[config.mk]
export PLATFORM = sky130hd
export DESIGN_NAME = fpet_seq
export DESIGN_NICKNAME = d
export VERILOG_FILES = /design/src/fpet_pkg.sv /design/src/fpet_seq.sv
export SDC_FILE = /design/constraint.sdc
export NUM_CORES = 1
export LEC_CHECK = 0
export BUFFER_PORTS_ARGS = -buffer_cell sky130_fd_sc_hd__clkbuf_2
export CORE_AREA = 2 2 92 94
export DETAILED_ROUTE_END_ITERATION = 12
export DIE_AREA = 0 0 94 96
export HOLD_SLACK_MARGIN = 0.15
export PLACE_DENSITY = 0.85
export SLEW_MARGIN = 20
export SYNTH_ARGS = -nofsm -noshare
export SYNTH_HDL_FRONTEND = slang
export SYNTH_SLANG_ARGS = --single-unit
[constraint.sdc]
create_clock -name i_clk -period 3.2 [get_ports i_clk]
set_input_delay 0 -clock i_clk [delete_from_list [all_inputs] [get_ports i_clk]]
set_output_delay 0 -clock i_clk [all_outputs]
set_load 0.005 [all_outputs]
[src/fpet_pkg.sv]
// constants for the flash program and erase timing sequencer
package fpet_pkg;

	// ****************************************************************
	// clock and rate figures
	// ****************************************************************
	localparam int CLK_KHZ         = 100000;
	localparam int BUS_MIN_KHZ     = 1000;
	localparam int OP_MIN_KHZ      = 150;
	localparam int OP_MAX_KHZ      = 200;
	// shortest and longest operation clock period in bus cycles
	localparam int OP_PER_MIN_CYC  = (CLK_KHZ + OP_MAX_KHZ - 1) / OP_MAX_KHZ;
	localparam int OP_PER_MAX_CYC  = CLK_KHZ / OP_MIN_KHZ;

	// ****************************************************************
	// operation timing counts
	// ****************************************************************
	localparam int SWP_BUS         = 25;
	localparam int SWP_TICKS       = 9;
	localparam int BWP_BUS         = 9;
	localparam int BWP_TICKS       = 4;
	localparam int BURST_WORDS     = 64;
	localparam int ERASE_PULSES    = 16;
	localparam int ERASE_TICKS     = 4000;
	localparam int ERASE_PULSE_TK  = ERASE_TICKS / ERASE_PULSES;
	localparam int MASS_TICKS      = 20000;
	localparam int SCAN_SETUP      = 10;
	localparam int SCAN_WORDS      = 65536;
	localparam int SCAN_MIN_CYC    = 11;
	localparam int SCAN_MAX_CYC    = 65546;

	// ****************************************************************
	// widths
	// ****************************************************************
	localparam int DIV_W           = 9;
	localparam int TICK_W          = 16;
	localparam int ADDR_W          = 16;

	// ****************************************************************
	// commands and states
	// ****************************************************************
	typedef enum logic [2:0] {
		OP_NONE  = 3'h0,
		OP_PROG  = 3'h1,
		OP_BURST = 3'h2,
		OP_SECT  = 3'h3,
		OP_MASS  = 3'h4,
		OP_BLANK = 3'h5
	} fpet_op_e;

	typedef enum logic [1:0] {
		ST_IDLE  = 2'h0,
		ST_SETUP = 2'h1,
		ST_OPCLK = 2'h2,
		ST_SCAN  = 2'h3
	} fpet_state_e;

endpackage

[src/fpet_seq.sv]
// flash program, erase and blank check timing sequencer
module fpet_seq
	import fpet_pkg::*;
#(
	parameter int ERASE_PULSE_TICKS = ERASE_PULSE_TK,
	parameter int MASS_OP_TICKS     = MASS_TICKS,
	parameter int SCAN_WORD_COUNT   = SCAN_WORDS
) (
	input  wire logic              i_clk,
	input  wire logic              i_rst_n,
	input  wire logic              i_cmd_valid,
	input  wire logic [2:0]        i_cmd_op,
	input  wire logic [DIV_W-1:0]  i_flash_clock_divider,
	input  wire logic              i_burst_more,
	input  wire logic              i_word_blank,
	output logic                   o_busy,
	output logic                   o_cmd_done,
	output logic                   o_word_done,
	output logic                   o_prog_pulse,
	output logic                   o_erase_pulse,
	output logic [ADDR_W-1:0]      o_scan_addr,
	output logic                   o_scan_fail
);

	// ****************************************************************
	// helpers
	// ****************************************************************
	function automatic logic is_prog(input logic [2:0] op);
		is_prog = (op == OP_PROG) || (op == OP_BURST);
	endfunction

	function automatic logic is_erase(input logic [2:0] op);
		is_erase = (op == OP_SECT) || (op == OP_MASS);
	endfunction

	// ****************************************************************
	// sequencer state
	// ****************************************************************
	fpet_state_e       state_r, state_nxt;
	logic [2:0]        op_r, op_nxt;
	logic [DIV_W-1:0]  div_r, div_nxt;
	logic [DIV_W-1:0]  dcnt_r, dcnt_nxt;
	logic [TICK_W-1:0] tick_r, tick_nxt;
	logic [4:0]        bus_r, bus_nxt;
	logic [4:0]        pulse_r, pulse_nxt;
	logic [5:0]        word_r, word_nxt;
	logic [ADDR_W-1:0] addr_r, addr_nxt;
	logic              fail_r, fail_nxt;
	logic              done_r, done_nxt;
	logic              wdone_r, wdone_nxt;
	logic              busy_r, prog_r, erase_r;
	logic [31:0]       cyc_r, cyc_nxt;
	logic              fin;

	always_comb begin
		state_nxt = state_r;
		op_nxt    = op_r;
		div_nxt   = div_r;
		dcnt_nxt  = dcnt_r;
		tick_nxt  = tick_r;
		bus_nxt   = bus_r;
		pulse_nxt = pulse_r;
		word_nxt  = word_r;
		addr_nxt  = addr_r;
		fail_nxt  = fail_r;
		done_nxt  = 1'b0;
		wdone_nxt = 1'b0;
		cyc_nxt   = cyc_r + 32'h1;
		fin       = 1'b0;
		case (state_r)
			ST_IDLE: begin
				cyc_nxt = 32'h0;
				if (i_cmd_valid && (is_prog(i_cmd_op) || is_erase(i_cmd_op)
						|| i_cmd_op == OP_BLANK)) begin
					op_nxt    = i_cmd_op;
					div_nxt   = i_flash_clock_divider;
					dcnt_nxt  = i_flash_clock_divider;
					pulse_nxt = 5'h0;
					word_nxt  = 6'h0;
					addr_nxt  = '0;
					fail_nxt  = 1'b0;
					// single word setup in bus cycles
					if (is_prog(i_cmd_op)) begin
						state_nxt = ST_SETUP;
						bus_nxt   = 5'(SWP_BUS - 1);
					end else if (i_cmd_op == OP_BLANK) begin
						state_nxt = ST_SETUP;
						bus_nxt   = 5'(SCAN_SETUP - 1);
					end else if (i_cmd_op == OP_SECT) begin
						state_nxt = ST_OPCLK;
						tick_nxt  = TICK_W'(ERASE_PULSE_TICKS - 1);
					end else begin
						state_nxt = ST_OPCLK;
						tick_nxt  = TICK_W'(MASS_OP_TICKS - 1);
					end
				end
			end
			ST_SETUP: begin
				if (bus_r == 5'h0) begin
					dcnt_nxt = div_r;
					if (op_r == OP_BLANK) begin
						state_nxt = ST_SCAN;
					end else begin
						state_nxt = ST_OPCLK;
						// later burst words use the shorter tick count
						tick_nxt  = (word_r == 6'h0) ? TICK_W'(SWP_TICKS - 1)
							: TICK_W'(BWP_TICKS - 1);
					end
				end else begin
					bus_nxt = bus_r - 5'h1;
				end
			end
			ST_OPCLK: begin
				// one operation period is divider plus one bus cycles
				if (dcnt_r == '0) begin
					dcnt_nxt = div_r;
					if (tick_r == '0) begin
						fin = 1'b1;
					end else begin
						tick_nxt = tick_r - TICK_W'(1);
					end
				end else begin
					dcnt_nxt = dcnt_r - DIV_W'(1);
				end
				if (fin) begin
					// sixteen erase pulses back to back
					if (op_r == OP_SECT && pulse_r != 5'(ERASE_PULSES - 1)) begin
						pulse_nxt = pulse_r + 5'h1;
						tick_nxt  = TICK_W'(ERASE_PULSE_TICKS - 1);
					// next burst word only if one is pending
					end else if (op_r == OP_BURST && i_burst_more
							&& word_r != 6'(BURST_WORDS - 1)) begin
						wdone_nxt = 1'b1;
						word_nxt  = word_r + 6'h1;
						state_nxt = ST_SETUP;
						bus_nxt   = 5'(BWP_BUS - 1);
						cyc_nxt   = 32'h0;
					end else begin
						wdone_nxt = is_prog(op_r);
						done_nxt  = 1'b1;
						state_nxt = ST_IDLE;
					end
				end
			end
			ST_SCAN: begin
				// one word per cycle, stop at first dirty word
				if (!i_word_blank) begin
					fail_nxt  = 1'b1;
					done_nxt  = 1'b1;
					state_nxt = ST_IDLE;
				end else if (addr_r == ADDR_W'(SCAN_WORD_COUNT - 1)) begin
					done_nxt  = 1'b1;
					state_nxt = ST_IDLE;
				end else begin
					addr_nxt = addr_r + ADDR_W'(1);
				end
			end
			default: begin
				state_nxt = ST_IDLE;
			end
		endcase
	end

	always_ff @(posedge i_clk or negedge i_rst_n) begin
		if (!i_rst_n) begin
			state_r <= ST_IDLE;
			op_r    <= 3'h0;
			div_r   <= '0;
			dcnt_r  <= '0;
			tick_r  <= '0;
			bus_r   <= 5'h0;
			pulse_r <= 5'h0;
			word_r  <= 6'h0;
			addr_r  <= '0;
			fail_r  <= 1'b0;
			done_r  <= 1'b0;
			wdone_r <= 1'b0;
			busy_r  <= 1'b0;
			prog_r  <= 1'b0;
			erase_r <= 1'b0;
			cyc_r   <= 32'h0;
		end else begin
			state_r <= state_nxt;
			op_r    <= op_nxt;
			div_r   <= div_nxt;
			dcnt_r  <= dcnt_nxt;
			tick_r  <= tick_nxt;
			bus_r   <= bus_nxt;
			pulse_r <= pulse_nxt;
			word_r  <= word_nxt;
			addr_r  <= addr_nxt;
			fail_r  <= fail_nxt;
			done_r  <= done_nxt;
			wdone_r <= wdone_nxt;
			busy_r  <= (state_nxt != ST_IDLE);
			prog_r  <= (state_nxt == ST_OPCLK) && is_prog(op_nxt);
			erase_r <= (state_nxt == ST_OPCLK) && is_erase(op_nxt);
			cyc_r   <= cyc_nxt;
		end
	end

	assign o_busy        = busy_r;
	assign o_cmd_done    = done_r;
	assign o_word_done   = wdone_r;
	assign o_prog_pulse  = prog_r;
	assign o_erase_pulse = erase_r;
	assign o_scan_addr   = addr_r;
	assign o_scan_fail   = fail_r;

	int per;
	assign per = int'(div_r) + 1;
endmodule

==> results of run 1 <==
## state kept, by name, summed over array words and instances (netlist names)
name and flops:
bus_r 5, dcnt_r 9, div_r 9, o_busy 1, o_cmd_done 1, o_erase_pulse 1
o_prog_pulse 1, o_scan_addr 16, o_scan_fail 1, o_word_done 1, op_r 3, pulse_r 5
state_r 2, tick_r 16, word_r 6
## layer usage
layer,part of all wire (%),wire length (um),vias up,GRT usage (%)
met4,1.9,225,0,11.0
met3,7.3,854,26,6.97
li1,-,-,2025,-
met5,0,0,-,0
met1,43,4980,2084,36.7
met2,48,5600,187,45.1
## cell usage in the layout (no fill, tap or decap), types with 8 or more instances in the layout
cell / count
a31oi_1: 16
nand2_1: 39
clkbuf_2: 37
xor2_1: 18
buf_4: 12
o31ai_1: 8
mux2_2: 11
ha_1: 13
nand2b_1: 8
a21oi_1: 26
nor3_1: 15
nand3_1: 14
xnor2_1: 8
dlygate4sd3_1: 15
inv_1: 25
o21ai_0: 48
dfrtp_1: 77
nand4_1: 13
clkbuf_8: 9
and3_1: 12
nor2_1: 60
## per-stage QoR
| step | total power [mW] | instance area (um2) | setup slack (ns) | util (%) |
|---|---|---|---|---|
| after floorplan | 3.12 | 4690 | 0.685 | - |
| after global placement | 3.58 | 4980 | 0.479 | 61.8 |
| after detailed placement | 3.69 | 4980 | 0.388 | 61.8 |
| after CTS | 4.51 | 5340 | 0.340 | 66.3 |
| after global routing | 4.89 | 5340 | 0.111 | 66.3 |
| final | 4.56 | 5340 | 0.285 | 66.3 |
## cells by family (layout without fill, tap and decap cells)
logic type	Yosys count	in the layout	share of synthesized area, %
simple gates	204	204	23.3
compound gates	141	141	19.4
flops	77	77	41.1
buf+inv	52	106	4.49
xor+xnor	26	26	4.86
mux	14	14	3.28
fa+ha+maj	13	13	3.47
## synthesized netlist by cell type (4+ instances only)
cell type  instances  area [um2]
o21ai_0           48         240
nand2b_1           8        50.1
xor2_1            18         158
a211oi_1           6        45.0
nand3_1           14        70.1
mux2_2            11         124
ha_1              13         163
xnor2_1            8        70.1
o31ai_1            8        60.1
nor3_1            15        75.1
inv_1             25        93.8
and3_1            12        75.1
a221oi_1           5        43.8
dfrtp_1           77        1930
nor4_1             5        31.3
nand4_1           13        81.3
nor2_1            60         225
clkbuf_1          21        78.8
a41oi_1            4        35.0
a31oi_1           16         100
or3_1              5        31.3
nand2_1           39         146
a21oi_1           26         130
## worst min-delay path by stage
stage,from,to,slack [ns],cells after the start
floorplan,i_rst_n,bus_r[0],-0.30,0
global placement,i_rst_n,dcnt_r[3],0.21,1
detailed placement,i_rst_n,div_r[3],0.22,1
CTS,i_burst_more,o_cmd_done,0.21,4
global route,i_burst_more,o_cmd_done,0.27,4
finish,i_burst_more,o_cmd_done,0.25,4
## power by group
part | leakage (nW) | total [mW] | internal, mW | switching (mW)
Combinational | 1.29 | 2.17 | 0.877 | 1.30
Clock | 0.102 | 0.778 | 0.372 | 0.405
Sequential | 0.994 | 1.61 | 1.27 | 0.338
Total | 2.38 | 4.56 | 2.52 | 2.04
## area by class of cell
| class | instances | area [um2] | area share, % |
|---|---|---|---|
| Timing Repair Buffer | 64 | 425 | 7.97 |
| Clock buffer | 9 | 124 | 2.32 |
| Clock inverter | 7 | 83.8 | 1.57 |
| Tap cell | 105 | 131 | 2.46 |
| Inverter | 26 | 97.6 | 1.83 |
| Sequential cell | 77 | 1930 | 36.1 |
| Multi-Input combinational cell | 398 | 2550 | 47.7 |
## critical path: stages (launching register included)
cell     delay [ns]
dfrtp_1        0.43
inv_1          0.09
ha_1           0.23
or4b_1         0.63
nor4_4         0.41
a21oi_2        0.12
or3_1          0.54
a211o_1        0.34
## what timing repair did
| item | CTS | global route |
|---|---|---|
| buffers inserted | 0 | 0 |
| hold endpoints to repair | 101 | 0 |
| resized for setup | 0 | 0 |
| endpoints found under the setup margin | 0 | 0 |
| hold buffers | 15 | 0 |
==> qor.csv, run 1 <==
stage;metric;value;unit
setup_path;cp_max_fo;10;
drt;route.vias.total;4322;
drt;wirelength;11.7;mm
clocking;cts_buffer_depth;2;
drt;wl_per_cell;17.0;um
synthesis;ys_warn_count;0;
timing;fin_tns_setup;0;ns
setup_path;cp-endpoint;bus_r[3];
timing;slew_violations;0;
power;power_leakage;2.38;nW
clocking;clk_pin_slew;0.08;ns
placement;dpl.hpwl;7.81;mm
finish;nFillCells;658;
global_routing;grt_usage;28.0;%
timing;min_period;2.92;ns
setup_path;startpoint;dcnt_r[0];
floorplanning;die-area;9020;um2
floorplanning;ios;39;
synthesis;syn_inst;527;
worst_hold_path;hold_path.class;in2reg;
clocking;ctsHtreeMaxLevel;3;
power;power_density;854;nW/um2
setup_path;crit-reg2reg-launch;dcnt_r[0];
synthesis;syn-cell-area;4690;um2
synthesis;syn_avg_cell_area;8.89;um2
synthesis;ys_seq_elements;77;
run_status;status;finished clean;
setup_path;cp_data_required_time;3.44;ns
global_routing;antenna_found_initial;0;
clocking;clock_latency;0.36;ns
drt;antenna_left;0;
synthesis;synth-async-reset-ratio;100;%
setup_path;rr_endpoint;bus_r[3];
global_routing;grt_pass1_wl;20.0;mm
timing;hold_viol_final;0;
finish;drive_above_1_share;15.8;%
setup_path;startpoint_type;flop;
power;irDropWorstVdd;512;uV
drt;drt-vias-per-instance;6.30;
timing;max_slew_margin;34.6;%
timing;fin_hold_ws;0.246;ns
timing;setup_viol;0;
finish;antenna_cells;0;
placement;portBuffers;38;
clocking;cts_root_buf;clkbuf_8;
finish;syn2layout_area_growth;13.9;%
setup_path;crit_type;reg2reg;
setup_path;endpoint_kind;flop;
drt;first_iter_violations;311;
clocking;cts.sinks;77;
timing;skew;0.00979;ns
setup_path;reg2regPathDepth;7;
drt;first_pass_iters;7;
synthesis;synth_edf_count;0;
floorplanning;initial_utilization;58.2;%
timing;max_freq;0.343;GHz
job;maxCapViolations;0;
global_routing;first_global_vias;4211;
floorplanning;dieHeight;96;um
drt;drcViolationCount;0;
global_routing;grt-ovfl-total;0;
finish;final_nets;606;
floorplanning;die_w;94;um
timing;fin_crit_sh;91.1;%
placement;globalplace.congestion;0.853;
placement;dp.cells;655;
synthesis;seq_area_frac_synth;41.1;%
setup_path;r2r_setup_slack;0.28;ns
timing;grt_setup_unrepaired;no;
timing;worst_pin_slew;0.980;ns
floorplanning;rows;33;
global_routing;grt_max_degree;78;
floorplanning;core_area;8050;um2
synthesis;synthFlopType;dfrtp_1;
synthesis;yosysUniqueCellTypes;69;
clocking;numCtsBuffers;9;
synthesis;syn_nets;557;
finish;instances_no_fill;686;
setup_path;cp.arrival;3.16;ns
clocking;cts_tree;built;
Note: power is estimated with default switching activity, not from simulation.
==> inputs of run 2 (changes only) <==
PLACE_DENSITY = 0.78   (was 0.85)
==> run 2 against run 1 <==
Against the previous run: worst hold slack got worse by 0.027 ns; clock power fell by 12%; setup slack improved by 0.12 ns; power fell by 2.0%; critical path type unchanged; critical endpoint unchanged; largest cell class unchanged; largest power group unchanged.
==> qor.csv, run 2 (synthesis results as in run 1) <==
stage;metric;value;unit
drt;antenna_left;0;
setup_path;crit_type;reg2reg;
setup_path;crit_buf_inv;1;
global_routing;first_global_vias;4181;
drt;first_pass_iters;6;
global_routing;antenna_found_initial;0;
finish;drive_above_1_share;16.0;%
finish;syn2layout_area_growth;13.4;%
placement;globalplace.congestion;0.859;
finish;layout_common_cells;dfrtp_1, nor2_1, o21ai_0;
floorplanning;die-area;9020;um2
drt;first_iter_violations;256;
global_routing;grt_max_degree;78;
setup_path;slowest_delay;0.62;ns
setup_path;cp_data_required_time;3.46;ns
finish;multi_input_area;2550;um2
clocking;cts_root_buf;clkbuf_8;
timing;max_freq;0.357;GHz
timing;worst_slack;0.401;ns
finish;nFillCells;672;
drt;drcViolationCount;0;
finish;final_common_cell;dfrtp_1;
power;power_density;841;nW/um2
global_routing;grt-ovfl-total;0;
timing;fin_tns_setup;0;ns
floorplanning;initial_utilization;58.2;%
floorplanning;die_w;94;um
finish;final_area;5310;um2
timing;max_slew_margin;46.9;%
timing;setup_viol;0;
timing;min_period;2.80;ns
timing;slew_violations;0;
drt;wirelength;11.7;mm
clocking;ctsHtreeMaxLevel;3;
run_status;status;finished clean;
floorplanning;dieHeight;96;um
placement;place_area;4990;um2
floorplanning;ios;39;
global_routing;grt_usage;28.3;%
placement;dpl.hpwl;7.93;mm
timing;grt_setup_unrepaired;no;
worst_hold_path;hold_path.class;in2async;
floorplanning;rows;33;
setup_path;r2r_setup_slack;0.40;ns
placement;portBuffers;38;
setup_path;crit_slowest_cell;or4b_1;
power;power_leakage;2.37;nW
setup_path;cp.arrival;3.06;ns
clocking;clock_latency;0.38;ns
setup_path;path_cells;inv_1 > ha_1 > or4b_1 > nor4_4 > a21oi_2 > or3_1 > a211o_1;
setup_path;cpLargestDelayFamily;simple AND/OR/NAND/NOR gates;
setup_path;crit_cells;7;
clocking;cts.sinks;77;
clocking;cts_buffer_depth;2;
drt;wl_per_cell;17.1;um
timing;skew;0.0151;ns
finish;final_nets;607;
setup_path;reg2regPathDepth;7;
clocking;cts_setup_buffers;0;
clocking;numCtsBuffers;9;
drt;route.vias.total;4285;
drt;drt-vias-per-instance;6.24;
timing;worst_pin_slew;0.790;ns
placement;post-place-ws;0.433;ns
power;irDropWorstVdd;436;uV
timing;hold_viol_final;0;
floorplanning;core_area;8050;um2
job;maxCapViolations;0;
finish;seq_area;1930;um2
timing;fin_crit_sh;87.5;%
clocking;clk_pin_slew;0.08;ns
finish;antenna_cells;0;
clocking;cts_tree;built;
setup_path;cp_max_fo;10;
global_routing;grt_pass1_wl;19.9;mm
setup_path;startpoint_type;flop;
setup_path;endpoint_kind;flop;
==> run 2: timing repair <==
item	CTS	global route
endpoints found under the setup margin	0	0
resized for setup	0	0
endpoints found under the hold margin	101	0
hold buffers	14	0
==> run 2: final timing paths <==
check	from	endpoint
max	dcnt_r[0]	bus_r[3]
min	i_rst_n	dcnt_r[2]
max reg2reg	dcnt_r[0]	bus_r[3]
min reg2reg	tick_r[15]	tick_r[15]
max in group asynchronous	i_rst_n	tick_r[12]
min in group i_clk	i_burst_more	o_cmd_done
==> run 2: cell type report <==
class / count / share of cell area (%)
clock buffers: 10 / 2.40
multi-input cells: 398 / 48.0
inverters: 26 / 1.84
clock inverters: 6 / 0.871
flip-flops and latches: 77 / 36.3
well taps: 105 / 2.47
repair buffers: 65 / 8.17
==> run 2: per-stage QoR <==
step / instances / total power, mW / util (%) / hold slack, ns
after floorplan: 527 / 3.12 / - / -0.296
after global placement: 657 / 3.61 / 62.0 / 0.214
after detailed placement: 657 / 3.72 / 62.0 / 0.223
after CTS: 687 / 4.43 / 65.9 / 0.216
after global routing: 687 / 4.81 / 66.0 / 0.269
final: 687 / 4.47 / 66.0 / 0.219
==> run 2: routing by layer <==
| metal | global-route usage, % | wire (um) |
|---|---|---|
| met2 | 45.5 | 5690 |
| met1 | 37.1 | 5020 |
| met3 | 6.89 | 777 |
| met5 | 0 | 0 |
| met4 | 11.0 | 227 |
==> run 2: power breakdown <==
part	switching, mW	internal (mW)
Combinational	1.30	0.877
Sequential	0.332	1.27
Clock	0.399	0.287
==> run 2: worst reg2reg max path: cells and delay by family (launching register included) <==
kind	cells	cell delay, ns
AOI/OAI and AO/OA	2	0.45
DFF	1	0.43
buffers and inverters	1	0.07
and+or+nand+nor	3	1.54
adders and majority gates	1	0.20
==> inputs of run 3 (changes only) <==
ABC_AREA = 1   (was default)
CORE_AREA = 2 2 96 98   (was 2 2 92 94)
DIE_AREA = 0 0 98 100   (was 0 0 94 96)
==> run 3 against run 2 <==
Against the previous run: sequential cell count is the same; worst hold slack worse by 0.051 ns; utilization fell by 2.3 points; clock-buffer cell count rose by 2; combinational power grew 5%; register-to-register slack better by 0.45 ns; synthesized area is 8.8% higher; non-clock buffer count decreased by 12; maximum frequency rose by 19%; design area up 6.5%; sequential power about the same; critical endpoint is now word_r[4].
==> qor.csv, run 3 <==
stage;metric;value;unit
global_routing;grt_usage;26.1;%
setup_path;reg2regPathDepth;10;
drt;drcViolationCount;0;
floorplanning;ios;39;
clocking;cts_resized;0;
drt;antenna_left;0;
clocking;cts_tree;built;
global_routing;grt_max_degree;78;
setup_path;endpoint_kind;flop;
synthesis;syn-cell-area;5100;um2
placement;portBuffers;38;
setup_path;crit-reg2reg-launch;state_r[0];
timing;setup_viol;0;
finish;final_common_cell;nand2_1;
finish;syn2layout_area_growth;11.0;%
drt;route.vias.total;4828;
setup_path;cp.arrival;2.64;ns
floorplanning;rows;35;
floorplanning;dieHeight;100;um
finish;layout_common_cells;nand2_1, nor2_1, inv_1;
placement;globalplace.congestion;0.937;
drt;first_pass_iters;5;
drt;wl_per_cell;13.8;um
timing;max_freq;0.426;GHz
synthesis;synth_edf_count;0;
clocking;clk_pin_slew;0.09;ns
drt;first_iter_violations;241;
synthesis;ys_warn_count;0;
finish;final_area;5660;um2
clocking;cts_buffer_depth;2;
finish;drive_above_1_share;12.9;%
timing;grt_setup_unrepaired;no;
clocking;numCtsBuffers;9;
synthesis;synth_common_cells;nand2_1, nor2_1, inv_1;
timing;min_period;2.35;ns
setup_path;crit_type;reg2reg;
synthesis;synth-async-reset-ratio;100;%
worst_hold_path;hold_path_end;o_scan_fail;
synthesis;synthTopCellsByArea;dfrtp_1, nand2_1, nor2_1;
timing;fin_crit_sh;73.4;%
floorplanning;core_area;8890;um2
setup_path;cp_max_fo;26;
setup_path;startpoint_type;flop;
drt;wirelength;12.0;mm
worst_hold_path;min-delay-start;i_cmd_valid;
power;power_density;804;nW/um2
worst_hold_path;hold_path.class;in2reg;
synthesis;seq_area_frac_synth;37.8;%
timing;slew_violations;0;
power;irDropWorstVdd;463;uV
floorplanning;die-area;9800;um2
power;p_total;4.55;mW
global_routing;grt-ovfl-total;0;
timing;worst_pin_slew;0.981;ns
clocking;cts.sinks;77;
drt;drt-vias-per-instance;5.56;
clocking;clock_latency;0.36;ns
placement;place_area;5340;um2
setup_path;rr_endpoint;word_r[4];
clocking;ctsHtreeMaxLevel;3;
job;maxCapViolations;0;
global_routing;grt_pass1_wl;21.0;mm
timing;max_slew_margin;34.6;%
timing;skew;0.0146;ns
global_routing;antenna_found_initial;0;
clocking;cts_root_buf;clkbuf_8;
finish;antenna_cells;0;
setup_path;slowest_delay;0.48;ns
synthesis;synthFlopType;dfrtp_1;
timing;fin_tns_setup;0;ns
synthesis;yosysUniqueCellTypes;45;
floorplanning;initial_utilization;57.4;%
synthesis;syn_avg_cell_area;7.22;um2
timing;hold_viol_final;0;
run_status;status;finished clean;
power;power_leakage;2.66;nW
setup_path;path_cells;inv_1 > ha_1 > inv_1 > nor2_4 > inv_2 > o21ai_2 > inv_2 > nor2_8 > nand2_2 > a21oi_1;
finish;final_nets;782;
finish;instances_no_fill;868;
floorplanning;die_w;98;um
synthesis;synth_top_area_share;37.8;%
synthesis;syn_nets;736;
global_routing;first_global_vias;4703;
placement;dpl.hpwl;8.74;mm
placement;dp.cells;838;
setup_path;r2r_setup_slack;0.85;ns
placement;post-place-ws;0.815;ns
synthesis;yosysMostFrequentCell;nand2_1;
timing;worst_slack;0.852;ns
setup_path;crit_slowest_cell;nor2_4;
worst_hold_path;holdPathStages;4;
setup_path;cp_data_required_time;3.49;ns
synthesis;ys_seq_elements;77;
synthesis;syn_inst;706;
synthesis;yosys.area.top_type;dfrtp_1;
## run 3: cell count changes after synthesis, sizes merged, moves of 11 or more
cell and change:
nand3 +39, mux2 -11, inv +65, clkbuf -15, a31oi -13, and3 -12
nand2 +137, nor2 +53
## run 3: power by group
group,switching (mW),internal [mW],total [mW]
clock network,0.383,0.308,0.691
registers,0.285,1.29,1.58
logic,1.53,0.755,2.28
total,2.19,2.35,4.55
## run 3: layer usage
layer	global-route usage [%]	vias to the layer above	share of wire (%)	wire length (um)
li1	-	2399	-	-
met1	33.6	2252	45	5430
met2	44.5	146	47	5680
met3	3.97	31	5.0	596
met4	10.0	0	2.5	296
met5	0	-	0	0
## run 3: critical path, delay by kind of cell, from the launching register on
family / cells / cell delay [ns]
AND/OR/NAND/NOR: 3 / 0.71
buffers and inverters: 4 / 0.53
flip-flops: 1 / 0.43
adder cells (fa/ha/maj): 1 / 0.37
AO/OA/AOI/OAI: 2 / 0.24
## run 3: metrics by stage
step	hold WS (ns)	utilization [%]
final	0.168	63.7
after global routing	0.200	63.7
after CTS	0.157	63.7
after detailed placement	0.220	60.1
after global placement	0.215	60.1
after floorplan	-0.296	-
## run 3: cells by family after synthesis
family | Yosys count | synth area share [%]
simple gates | 363 | 32.0
compound gates | 126 | 15.2
buf+inv | 109 | 8.66
flops | 77 | 37.8
xor+xnor | 17 | 2.92
fa+ha+maj | 13 | 3.19
mux | 1 | 0.196
## run 3: cell type report
class                      instances  area [um2]
tap                              111         139
clock inverter                     4        32.5
multi-input combinational        520        2730
fill                             786        3230
clock buffer                      12         145
sequential                        77        1930
inverter                          91         344
timing repair buffer              53         340
## run 3: worst max-delay path by stage
stage | startpoint | to | slack [ns] | cells after the start
final | state_r[0] | word_r[4] | 0.85 | 10
after global routing | state_r[0] | pulse_r[4] | 0.57 | 10
after CTS | state_r[0] | pulse_r[2] | 0.85 | 10
after detailed placement | state_r[0] | word_r[4] | 0.81 | 10
after global placement | state_r[0] | word_r[4] | 0.96 | 10
after floorplan | state_r[1] | tick_r[1] | 1.43 | 12
## run 3: timing repair
action	in CTS	in global routing
setup buffers	0	0
hold buffers	14	0
endpoints found under the hold margin	101	0
